## src/run_cmd_pkg.sv

```systemverilog
// Purpose: Shared constants for the run command input decoder.
// Assumes: Registers are reached over classic Wishbone with 32-bit data.
// Notes: Function codes follow the terminal assignment codes of the drive.
package run_cmd_pkg;

    // ************************************************************
    // Register map
    // ************************************************************
    localparam logic [7:0] FUNC_LO_OFFSET = 8'h00;
    localparam logic [7:0] FUNC_HI_OFFSET = 8'h04;
    localparam logic [7:0] NC_CFG_OFFSET = 8'h08;
    localparam logic [7:0] KEYPAD_CTRL_OFFSET = 8'h0c;
    localparam logic [7:0] RUN_STATUS_OFFSET = 8'h10;

    // ************************************************************
    // Terminal function codes
    // ************************************************************
    localparam logic [7:0] FUNC_FORWARD_RUN = 8'h00;
    localparam logic [7:0] FUNC_REVERSE_RUN = 8'h01;
    localparam logic [7:0] FUNC_SECOND_SET = 8'h08;
    localparam logic [7:0] FUNC_NOT_USED = 8'hff;
    localparam int TERMINAL_COUNT = 7;
    localparam int TERMS_PER_WORD = 4;

    // ************************************************************
    // Field positions
    // ************************************************************
    localparam int KEYPAD_DIR_BIT = 0;
    localparam int KEYPAD_RUN_BIT = 1;
    localparam int STAT_RUNNING_BIT = 0;
    localparam int STAT_REVERSE_BIT = 1;
    localparam int STAT_ACTIVE_SET_BIT = 2;
    localparam int STAT_SELECTED_SET_BIT = 3;
    localparam int STAT_MAIN_POWER_BIT = 4;
    localparam int STAT_FORWARD_CMD_BIT = 5;
    localparam int STAT_REVERSE_CMD_BIT = 6;
    localparam int STAT_LEVELS_LSB = 8;

    // ************************************************************
    // Reset values
    // ************************************************************
    localparam logic [7:0] NC_CFG_RESET = 8'h00;
    localparam logic KEYPAD_DIR_RESET = 1'b0;
    localparam logic KEYPAD_RUN_RESET = 1'b0;

endpackage : run_cmd_pkg

```

## src/level_sync.sv

```systemverilog
// Purpose: Two flip-flop synchroniser for a group of slow levels.
// Assumes: Each bit is an independent level; no bus coherency is needed.
// Notes: Only the second stage is visible outside.
`timescale 1ns/1ps
module level_sync #(
    parameter int WIDTH = 8
) (
    input wire logic clock,
    input wire logic rstSync_n,
    input wire logic [WIDTH-1:0] levelIn,
    output logic [WIDTH-1:0] levelOut
);

    typedef struct packed {
        logic [WIDTH-1:0] stage1;
        logic [WIDTH-1:0] stage2;
    } sync_s;

    sync_s state_r;
    sync_s state_nxt;

    if (WIDTH < 1) begin : g_bad_width
        $error("level_sync needs WIDTH of at least 1.");
    end

    always_comb begin
        state_nxt = state_r;
        state_nxt.stage1 = levelIn;
        state_nxt.stage2 = state_r.stage1;
    end

    always_ff @(posedge clock or negedge rstSync_n) begin
        if (!rstSync_n) begin
            state_r <= '0;
        end else begin
            state_r <= state_nxt;
        end
    end

    assign levelOut = state_r.stage2;

endmodule : level_sync

```

## src/run_command_input_decode.sv

```systemverilog
// Purpose: Decode programmable input terminals into run, direction and motor set.
// Assumes: Terminal levels and main power status are slow levels from outside.
// Notes: Registers sit on a classic Wishbone slave with a one-cycle answer.
//
// How it works
// RULE1: A terminal set to code 00 that is asserted runs the motor forward, else stop; here the keypad run bit still runs the motor without it.
// RULE2: A terminal set to code 01 that is asserted runs the motor in reverse, else stop; here the keypad run bit still runs the motor without it.
// RULE3: Forward and reverse commands active together give stop, never a direction.
// RULE4: A normally closed forward or reverse terminal that is open counts as a run command.
// RULE5: Seven identical terminals, each may carry forward, reverse or set select.
// RULE6: The keypad run direction setting never changes how terminal commands decode.
// RULE7: A run command already present when reset ends starts the motor at once.
// RULE8: A terminal set to code 08 selects the second motor set when asserted, else the first.
// RULE9: A set select change while running only takes effect once the drive has stopped.
// RULE10: Without main power the registers still work but the motor is never driven.
// RULE11: Each terminal is synchronised and then inverted if normally closed before decoding.
//
// Chosen here: the Wishbone register port and the address map.
`timescale 1ns/1ps
module run_command_input_decode
    import run_cmd_pkg::*;
#(
    parameter int TERMS = run_cmd_pkg::TERMINAL_COUNT
) (
    input wire logic clock,
    input wire logic rst_n,
    input wire logic wb_cyc_i,
    input wire logic wb_stb_i,
    input wire logic wb_we_i,
    input wire logic [7:0] wb_adr_i,
    input wire logic [3:0] wb_sel_i,
    input wire logic [31:0] wb_dat_i,
    output logic [31:0] wb_dat_o,
    output logic wb_ack_o,
    input wire logic [TERMS-1:0] terminalIn,
    input wire logic mainPowerOk,
    output logic motorRun,
    output logic motorReverse,
    output logic secondSetActive
);
    import run_cmd_pkg::*;

    // ************************************************************
    // Checks and types
    // ************************************************************
    // A ninth terminal would find no byte left in the two function words.
    if (TERMS < 1 || TERMS > 2 * TERMS_PER_WORD) begin : g_bad_terms
        $error("TERMS must lie between 1 and 8 to fit the function registers.");
    end

    // The levels field of the status word must stay inside the word.
    if (STAT_LEVELS_LSB + TERMS > 32) begin : g_bad_levels
        $error("The terminal levels do not fit in the status word.");
    end

    // Status flags below the levels field must not overlap it.
    if (STAT_REVERSE_CMD_BIT >= STAT_LEVELS_LSB) begin : g_bad_flags
        $error("Status flags overlap the terminal levels field.");
    end

    // Keypad writes honour byte lane 0 only, so its bits must sit there.
    if (KEYPAD_DIR_BIT > 7 || KEYPAD_RUN_BIT > 7) begin : g_bad_keypad
        $error("Keypad control bits must sit in the lowest byte.");
    end

    typedef struct packed {
        logic [TERMS-1:0][7:0] funcCode;
        logic [TERMS-1:0] ncCfg;
        logic keypadRunDirectionSetting;
        logic keypadRun;
        logic running;
        logic reverse;
        logic activeSet;
        logic ack;
        logic [31:0] rdData;
    } state_s;

    state_s state_r;
    state_s state_nxt;
    logic [1:0] rstPipe_r;
    logic rstSync_n;
    logic [TERMS:0] syncLevels;
    logic [TERMS-1:0] termLevel;
    logic powerOk;
    logic forward_run_cmd;
    logic reverse_run_cmd;
    logic setSelect;
    logic runWanted;
    logic reverseWanted;
    logic [31:0] statusWord;

    // ************************************************************
    // Reset release
    // ************************************************************
    // Reset asserts at once but releases only after two clean edges.
    always_ff @(posedge clock or negedge rst_n) begin
        if (!rst_n) begin
            rstPipe_r <= 2'b00;
        end else begin
            rstPipe_r <= {rstPipe_r[0], 1'b1};
        end
    end

    assign rstSync_n = rstPipe_r[1];

    // ************************************************************
    // Input synchronisation
    // ************************************************************
    level_sync #(
        .WIDTH(TERMS + 1)
    ) u_sync (
        .clock(clock),
        .rstSync_n(rstSync_n),
        .levelIn({mainPowerOk, terminalIn}),
        .levelOut(syncLevels)
    ); // see RULE11

    assign powerOk = syncLevels[TERMS];
    assign termLevel = syncLevels[TERMS-1:0] ^ state_r.ncCfg; // see RULE11 see RULE4

    // ************************************************************
    // Function decode
    // ************************************************************
    // Any terminal may carry any function, so every terminal is scanned.
    always_comb begin
        forward_run_cmd = 1'b0;
        reverse_run_cmd = 1'b0;
        setSelect = 1'b0;
        for (int i = 0; i < TERMS; i++) begin // see RULE5
            if (termLevel[i] && state_r.funcCode[i] == FUNC_FORWARD_RUN) begin
                forward_run_cmd = 1'b1; // see RULE1
            end
            if (termLevel[i] && state_r.funcCode[i] == FUNC_REVERSE_RUN) begin
                reverse_run_cmd = 1'b1; // see RULE2
            end
            if (termLevel[i] && state_r.funcCode[i] == FUNC_SECOND_SET) begin
                setSelect = 1'b1; // see RULE8
            end
        end
    end

    // ************************************************************
    // Run decision
    // ************************************************************
    // Terminals outrank the keypad run key, so a wired command cannot be overridden.
    always_comb begin
        runWanted = 1'b0;
        reverseWanted = state_r.reverse;
        // Losing main power stops the motor even with a command held.
        if (!powerOk) begin
            runWanted = 1'b0; // see RULE10
        end else if (forward_run_cmd && reverse_run_cmd) begin
            runWanted = 1'b0; // see RULE3
        end else if (forward_run_cmd || reverse_run_cmd) begin
            runWanted = 1'b1; // see RULE1 see RULE2 see RULE7
            reverseWanted = reverse_run_cmd; // see RULE6
        end else if (state_r.keypadRun) begin
            // Only the keypad run key obeys the keypad direction setting.
            runWanted = 1'b1;
            reverseWanted = state_r.keypadRunDirectionSetting; // see RULE6
        end else begin
            runWanted = 1'b0; // see RULE1 see RULE2
        end
    end

    // ************************************************************
    // Status word
    // ************************************************************
    // Levels show the terminals after inversion, exactly as the decoder sees them.
    always_comb begin
        statusWord = '0;
        statusWord[STAT_RUNNING_BIT] = state_r.running;
        statusWord[STAT_REVERSE_BIT] = state_r.reverse;
        statusWord[STAT_ACTIVE_SET_BIT] = state_r.activeSet;
        statusWord[STAT_SELECTED_SET_BIT] = setSelect;
        statusWord[STAT_MAIN_POWER_BIT] = powerOk;
        statusWord[STAT_FORWARD_CMD_BIT] = forward_run_cmd;
        statusWord[STAT_REVERSE_CMD_BIT] = reverse_run_cmd;
        statusWord[STAT_LEVELS_LSB +: TERMS] = termLevel;
    end

    // ************************************************************
    // Register access and run state
    // ************************************************************
    function automatic logic [31:0] merge_bytes(
        input logic [31:0] oldWord,
        input logic [31:0] newWord,
        input logic [3:0] sel
    );
        logic [31:0] result;
        result = oldWord;
        for (int b = 0; b < 4; b++) begin
            if (sel[b]) begin
                result[b*8 +: 8] = newWord[b*8 +: 8];
            end
        end
        return result;
    endfunction : merge_bytes

    always_comb begin
        logic [2*TERMS_PER_WORD-1:0][7:0] funcWide;
        logic [31:0] word;
        logic doWrite;
        funcWide = {(2 * TERMS_PER_WORD){FUNC_NOT_USED}};
        word = '0;
        doWrite = 1'b0;
        state_nxt = state_r;

        for (int i = 0; i < TERMS; i++) begin
            funcWide[i] = state_r.funcCode[i];
        end

        // The answer comes one cycle after the request and drops the next cycle.
        state_nxt.ack = wb_cyc_i && wb_stb_i && !state_r.ack;
        doWrite = state_nxt.ack && wb_we_i;

        if (doWrite) begin
            unique case (wb_adr_i)
                FUNC_LO_OFFSET: begin
                    word = merge_bytes(funcWide[TERMS_PER_WORD-1:0], wb_dat_i, wb_sel_i);
                    funcWide[TERMS_PER_WORD-1:0] = word;
                end
                FUNC_HI_OFFSET: begin
                    word = merge_bytes(funcWide[2*TERMS_PER_WORD-1:TERMS_PER_WORD],
                        wb_dat_i, wb_sel_i);
                    funcWide[2*TERMS_PER_WORD-1:TERMS_PER_WORD] = word;
                end
                NC_CFG_OFFSET: begin
                    if (wb_sel_i[0]) begin
                        state_nxt.ncCfg = wb_dat_i[TERMS-1:0];
                    end
                end
                KEYPAD_CTRL_OFFSET: begin
                    if (wb_sel_i[0]) begin
                        state_nxt.keypadRunDirectionSetting = wb_dat_i[KEYPAD_DIR_BIT];
                        state_nxt.keypadRun = wb_dat_i[KEYPAD_RUN_BIT];
                    end
                end
                default: begin
                    // Unmapped and read-only words ignore writes.
                end
            endcase
            for (int i = 0; i < TERMS; i++) begin
                state_nxt.funcCode[i] = funcWide[i];
            end
        end

        // Run state follows the terminals with no start inhibit after reset.
        state_nxt.running = runWanted; // see RULE7
        state_nxt.reverse = reverseWanted;

        // The set in use is frozen while the motor turns.
        if (!state_r.running) begin
            state_nxt.activeSet = setSelect; // see RULE9 see RULE8
        end

        state_nxt.rdData = '0;
        if (state_nxt.ack && !wb_we_i) begin
            unique case (wb_adr_i)
                FUNC_LO_OFFSET: state_nxt.rdData = funcWide[TERMS_PER_WORD-1:0];
                FUNC_HI_OFFSET: state_nxt.rdData =
                    funcWide[2*TERMS_PER_WORD-1:TERMS_PER_WORD];
                NC_CFG_OFFSET: state_nxt.rdData[TERMS-1:0] = state_r.ncCfg;
                KEYPAD_CTRL_OFFSET: begin
                    state_nxt.rdData[KEYPAD_DIR_BIT] = state_r.keypadRunDirectionSetting;
                    state_nxt.rdData[KEYPAD_RUN_BIT] = state_r.keypadRun;
                end
                RUN_STATUS_OFFSET: state_nxt.rdData = statusWord;
                default: state_nxt.rdData = '0;
            endcase
        end
    end

    // ************************************************************
    // State register
    // ************************************************************
    always_ff @(posedge clock or negedge rstSync_n) begin
        if (!rstSync_n) begin
            state_r.funcCode <= {TERMS{FUNC_NOT_USED}};
            state_r.funcCode[0] <= FUNC_FORWARD_RUN;
            if (TERMS > 1) begin
                state_r.funcCode[TERMS > 1 ? 1 : 0] <= FUNC_REVERSE_RUN;
            end
            state_r.ncCfg <= NC_CFG_RESET[TERMS-1:0];
            state_r.keypadRunDirectionSetting <= KEYPAD_DIR_RESET;
            state_r.keypadRun <= KEYPAD_RUN_RESET;
            state_r.running <= 1'b0;
            state_r.reverse <= 1'b0;
            state_r.activeSet <= 1'b0;
            state_r.ack <= 1'b0;
            state_r.rdData <= '0;
        end else begin
            state_r <= state_nxt;
        end
    end

    // ************************************************************
    // Outputs
    // ************************************************************
    assign wb_ack_o = state_r.ack;
    assign wb_dat_o = state_r.rdData;
    assign motorRun = state_r.running; // see RULE10
    assign motorReverse = state_r.reverse;
    assign secondSetActive = state_r.activeSet; // see RULE9

endmodule : run_command_input_decode

```

## config.mk

```make
export PLATFORM = sky130hd
export DESIGN_NAME = run_command_input_decode
export DESIGN_NICKNAME = d
export VERILOG_FILES = /design/src/run_cmd_pkg.sv /design/src/level_sync.sv /design/src/run_command_input_decode.sv
export SDC_FILE = /design/constraint.sdc
export NUM_CORES = 1
export LEC_CHECK = 0
export BUFFER_PORTS_ARGS = -buffer_cell sky130_fd_sc_hd__buf_2
export CORE_ASPECT_RATIO = 1.25
export CORE_MARGIN = 8
export CORE_UTILIZATION = 55
export DETAILED_ROUTE_END_ITERATION = 6
export GPL_TIMING_DRIVEN = 0
export MAX_ROUTING_LAYER = met4
export PLACE_DENSITY = 0.78
export RECOVER_POWER = 50
export SKIP_LAST_GASP = 1
export SLEW_MARGIN = 20
export SYNTH_ARGS = -nofsm -noshare
export SYNTH_HDL_FRONTEND = slang
export SYNTH_SLANG_ARGS = --single-unit
```

## constraint.sdc

```tcl
create_clock -name clock -period 4.7 [get_ports clock]
set_input_delay 0 -clock clock [delete_from_list [all_inputs] [get_ports clock]]
set_output_delay 0 -clock clock [all_outputs]
set_load 0.01 [all_outputs]
```

==> flow_summary.yaml, run 1 <==
outcome:
  status: "finished, violations left"
  violations: "capacitance limit, slew limit"
synthesis:
  ys_ff_latch: 119
  async_reset_ff_frac: 1.00
  synth.avg_cell_area_um2: 12.4
  synth-edff-count: 0
  syn_area_um2: 5540
  ys_seq_area_frac: 0.547
  syn_inst: 448
  synthesis.nets: 505
  ys.flop_type: "dfrtp_1"
  ys_warn_count: 0
  ys_types: 50
detailed_routing:
  drt_wl_total_um: 13900
  avgRoutedWirePerCell_um: 18.6
  dr.pass1.iters: 7
  drtIter0Drc: 369
  vias: 4174
  drt-vias-per-instance: 5.59
  drc_errors: 0
  ant_nets: 0
worst_setup_path:
  crit_buf_inv: 1
  crit_family: "buffers and inverters"
  critPathArrivalTime_ps: 3110
  crit_path_end_kind: "asynchronous set/reset pin"
  slowest_stage: "clkbuf_1"
  cp_max_fo: 36
  crit_chain: "clkbuf_1"
  crit_required_ps: 4890
  critPathKind: "reg -> async"
  cp-start-kind: "register"
  slowest_delay_ps: 1350
layout:
  fin_util: 0.729
  multi_input_area_um2: 2190
  n_antenna_cell: 0
  final_cell_mix: "buf_2, mux2_2, dfrtp_1, nor2_1, dlygate4sd3_1"
  fin_area_um2: 7260
  nets: 662
  drive_above_1_share: 0.477
  layout_commonest_cell: "buf_2"
  area_delta_synth_final_pct: 31.0
  ff_latch_area_um2: 3030
  fillers: 723
sta:
  setup_tns_ps: 0
  drv_slew: 36
  setup_slack_ps: 1780
  tightestPinTransition_ps: 1780
  maxSlewHeadroom: -0.185
  min_period_ps: 2920
  grt_setup_unrepaired: "false"
  max_freq_mhz: 342
  hold_ws_ps: 23.3
  final_hold_viol_count: 0
  setup_viol: 0
  period_share: 0.622
  skew_ps: 4.16
grt:
  grtUsageTotal: 0.220
  overflow: 0
  antenna_found_initial: 0
  grt_pass1_vias: 4556
  grt_pass1_wl_um: 22600
  grt_max_degree: 49
clock_network:
  cts_htree_levels: 4
  clk_latency_ps: 420
  path_clk_slew_ps: 50
  cts_setup_buffers: 0
  cts_repair_resize_count: 0
  cts_tree: "yes"
  clock-sinks: 119
  numCtsBuffers: 17
  clockBufferDepth: 2
  cts_root_buf: "clkbuf_16"
place:
  place.gp.congestion: 0.888
  port_buffers: 91
  dpl_cell_area_um2: 6210
  post-place-ws_ps: 2200
  dp_hpwl_um: 9640
power_and_ir_drop:
  p_leak_nw: 3.46
  power_density_nw_per_um2: 352
  ir_drop_uv: 280
die:
  die_w_um: 106
  initial_utilization: 0.557
  ios: 93
  die_h_um: 128
  num_rows: 41
  fp.dieArea_um2: 13600
  core_um2: 9950
hold_path:
  hp-class: "in -> reg"
job:
  maxCapViolCount: 1
-- what timing repair did --
| action | 4_1_cts | 5_1_grt |
|---|---|---|
| hold endpoints to repair | 88 | 0 |
| endpoints found under the setup margin | 0 | 0 |
| hold buffers | 45 | 0 |
-- stage by stage --
stage | total power [mW] | cells
finish | 2.55 | 747
global route | 2.63 | 747
CTS | 2.57 | 747
detailed placement | 1.18 | 670
global placement | 1.17 | 668
floorplan | 1.12 | 448
-- layer usage --
layer,vias to the layer above,part of all wire,track usage
met2,155,0.52,0.372
li1,1914,-,-
met1,2057,0.39,0.231
met3,48,0.055,0.0573
met4,0,0.036,0.115
met5,-,0,-
-- state kept, by name, indices dropped and copies added (netlist names) --
signal / flops
rstPipe_r: 2
motorReverse: 1
secondSetActive: 1
u_sync.state_nxt: 8
wb_ack_o: 1
u_sync.levelOut: 8
state_r: 65
motorRun: 1
wb_dat_o: 32
-- synth_stat cells, types with 6 or more instances --
cell	n	share of area
a211oi_1	11	0.015
a21oi_1	8	0.0072
a222oi_1	14	0.025
buf_2	6	0.0054
buf_4	33	0.045
dfrtp_1	78	0.35
dfstp_2	41	0.19
inv_1	6	0.0041
mux2_2	81	0.16
mux2i_1	17	0.031
nand2_1	11	0.0074
nand3_1	9	0.0081
nor2_1	56	0.038
nor3_1	6	0.0054
-- worst paths after layout --
kind	start	slack, ps	cells past startpoint	endpoint
worst min-delay path	wb_adr_i[0]	20	4	wb_dat_o[0]$_DFF_PN0_
max in group clock	wb_ack_o$_DFF_PN0_	2150	6	wb_dat_o[22]$_DFF_PN0_
worst max register to register	rstPipe_r[1]$_DFF_PN0_	1780	1	wb_dat_o[18]$_DFF_PN0_
worst min register to register	u_sync.state_nxt[5]$_DFF_PN0_	350	0	u_sync.levelOut[5]$_DFF_PN0_
min in group asynchronous	rst_n	430	3	rstPipe_r[0]$_DFF_PN0_
worst max-delay path	rstPipe_r[1]$_DFF_PN0_	1780	1	wb_dat_o[18]$_DFF_PN0_
-- where the power goes --
group	total, mW	leakage (nW)	switching, mW	internal (mW)
Clock	1.36	0.295	0.476	0.887
Sequential	1.06	1.47	0.0142	1.04
Combinational	0.135	1.69	0.0685	0.0665
Total	2.55	3.46	0.558	2.00
-- area by class of cell --
type,instances,share of cell area
multi-input combinational,279,0.302
clock buffer,17,0.0586
buffer,44,0.0408
tap,129,0.0222
inverter,6,0.00310
clock inverter,15,0.0281
sequential,119,0.417
timing repair buffer,138,0.128
-- logic make-up (layout without fill, tap and decap cells) --
logic type,Yosys count,in the layout,synth area share
simple gates,124,124,0.120
xor+xnor,7,7,0.0111
compound gates,49,49,0.0693
buf+inv,50,220,0.0576
flops,119,119,0.547
mux,98,98,0.195
other cells,1,1,0.000677
Note: power is estimated with default switching activity, not from simulation.
==> run 2, diff against run 1 <==
--- a/config.mk
+++ b/config.mk
@@ -8,11 +8,11 @@
 export BUFFER_PORTS_ARGS = -buffer_cell sky130_fd_sc_hd__buf_2
 export CORE_ASPECT_RATIO = 1.25
 export CORE_MARGIN = 8
-export CORE_UTILIZATION = 55
+export CORE_UTILIZATION = 51
 export DETAILED_ROUTE_END_ITERATION = 6
 export GPL_TIMING_DRIVEN = 0
 export MAX_ROUTING_LAYER = met4
-export PLACE_DENSITY = 0.78
+export PLACE_DENSITY = 0.76
 export RECOVER_POWER = 50
 export SKIP_LAST_GASP = 1
 export SLEW_MARGIN = 20
==> constraint.sdc (replaced) <==
create_clock -name clock -period 2.5 [get_ports clock]
set_input_delay 0 -clock clock [delete_from_list [all_inputs] [get_ports clock]]
set_output_delay 0 -clock clock [all_outputs]
set_load 0.01 [all_outputs]
==> run 2 against run 1 <==
  * The flow now finishes without violations
  * Register-to-register slack lost 1500 ps
  * Wire length shrank 0.62%
  * Sequential power grew 87%
  * Design area shrank 0.72%
  * Highest routed layer unchanged
==> flow_summary.yaml, run 2 (same netlist as run 1, synthesis figures left out) <==
outcome:
  status: "completed"
clock_network:
  cts_htree_levels: 4
  clockBufferDepth: 2
  path_clk_slew_ps: 60
  cts_repair_resize_count: 0
  clk_latency_ps: 410
  numCtsBuffers: 17
  clock-sinks: 119
  cts_tree: "yes"
  cts_root_buf: "clkbuf_16"
worst_setup_path:
  critPathArrivalTime_ps: 2570
  crit_required_ps: 2840
  cp_max_fo: 10
  critPathKind: "reg -> reg"
  rrSetupSlack_ps: 270
  crit_path_end_kind: "register"
  reg2regPathDepth: 5
  cp-start-kind: "register"
  r2r_start: "wb_ack_o$_DFF_PN0_"
  r2r-end: "state_r[91]$_DFFE_PN1P_"
place:
  post-place-ws_ps: 200
  dpl_cell_area_um2: 6210
  place.gp.congestion: 0.913
  dp_hpwl_um: 9780
  port_buffers: 91
layout:
  layout_commonest_cell: "buf_2"
  fin_area_um2: 7210
  fillers: 777
  area_delta_synth_final_pct: 30.0
  nets: 663
  drive_above_1_share: 0.493
  top_register: "state_r"
  final_cell_mix: "buf_2, mux2_2, dfrtp_1, nor2_1, dlygate4sd3_1"
  largest_reg_flops: 65
sta:
  min_period_ps: 2230
  setup_viol: 0
  drv_slew: 0
  final_hold_viol_count: 0
  max_freq_mhz: 448
  grt_setup_unrepaired: "false"
  setup_slack_ps: 268
  tightestPinTransition_ps: 1110
  hold_ws_ps: 76.0
  maxSlewHeadroom: 0.257
  skew_ps: 6.32
  period_share: 0.893
die:
  ios: 93
  die_w_um: 109
  die_h_um: 133
  fp.dieArea_um2: 14500
  core_um2: 10600
  num_rows: 42
  initial_utilization: 0.522
detailed_routing:
  drt-vias-per-instance: 5.53
  vias: 4158
  drc_errors: 0
  avgRoutedWirePerCell_um: 18.3
  drtIter0Drc: 255
  drt_wl_total_um: 13800
  dr.pass1.iters: 5
  ant_nets: 0
power_and_ir_drop:
  ir_drop_uv: 540
  p_leak_nw: 3.46
  power_density_nw_per_um2: 623
grt:
  grt_pass1_vias: 4561
  grt_pass1_wl_um: 22400
  grtUsageTotal: 0.206
  antenna_found_initial: 1
  grt_max_degree: 52
  overflow: 0
job:
  maxCapViolCount: 0
hold_path:
  hold_path_depth: 4
  hp-class: "in -> reg"
  hp-start: "wb_adr_i[0]"
  whs_endpoint: "wb_dat_o[1]$_DFF_PN0_"
-- run 2: cell count changes in the layout (fill, tap and decap cells not counted) --
cell / delta
buf_12: +1
diode_2: +1
clkinvlp_4: +1
buf_2: +8
clkinv_2: +2
buf_4: +1
bufinv_16: -3
clkbuf_4: +1
clkbuf_1: -9
buf_16: -1
-- run 2: critical path: stages, from the launching register on --
cell	delay (ps)
dfrtp_1	390
and4b_1	230
buf_2	250
nand2_1	360
nor2_2	520
mux2_2	400
-- run 2: through the flow --
| step | TNS, ps | instances | power, mW | utilization |
|---|---|---|---|---|
| floorplan | 0 | 448 | 2.11 | - |
| global placement | -4550 | 671 | 2.20 | 0.581 |
| detailed placement | 0 | 673 | 2.22 | 0.585 |
| CTS | 0 | 750 | 4.54 | 0.680 |
| global route | 0 | 752 | 4.65 | 0.679 |
| finish | 0 | 752 | 4.49 | 0.679 |
-- run 2: per-layer routing --
layer / vias up / global-route usage / share of wire
li1: 1912 / - / -
met5: - / - / 0
met2: 154 / 0.339 / 0.52
met3: 37 / 0.0515 / 0.060
met4: 0 / 0.105 / 0.033
met1: 2055 / 0.223 / 0.39
-- run 2: how the worst max path moves through the flow --
stage / from / end / slack (ps) / cells after the start
5_1_grt: wb_ack_o$_DFF_PN0_ / wb_dat_o[0]$_DFF_PN0_ / 120 / 7
6_report: wb_ack_o$_DFF_PN0_ / state_r[91]$_DFFE_PN1P_ / 270 / 5
2_1_floorplan: rstPipe_r[1]$_DFF_PN0_ / motorReverse$_DFFE_PN0P_ / 550 / 0
3_3_place_gp: rstPipe_r[1]$_DFF_PN0_ / wb_dat_o[14]$_DFF_PN0_ / -70 / 0
3_5_place_dp: wb_ack_o$_DFF_PN0_ / wb_dat_o[22]$_DFF_PN0_ / 200 / 6
4_1_cts: wb_ack_o$_DFF_PN0_ / wb_dat_o[22]$_DFF_PN0_ / 170 / 6
-- run 2: cell type report --
cell class              instances  area, um^2  area share
flip-flops and latches        119        3030       0.420
multi-input cells             279        2190       0.305
repair buffers                139         940       0.130
clock buffers                  17         425      0.0590
plain buffers                  44         297      0.0411
well taps                     132         165      0.0229
clock inverters                15         131      0.0182
inverters                       6        22.5     0.00313
diodes                          1        2.50    0.000347
-- run 2: power breakdown --
| group | switching, mW | internal, mW | total (mW) |
|---|---|---|---|
| Sequential | 0.0229 | 1.96 | 1.98 |
| Clock | 0.892 | 1.36 | 2.25 |
| Combinational | 0.133 | 0.125 | 0.258 |
-- run 2: timing repair --
action | 4_1_cts | 5_1_grt
setup buffers | 0 | 1
endpoints found under the hold margin | 88 | 0
hold buffers | 45 | 0
setup endpoints to repair | 0 | 2
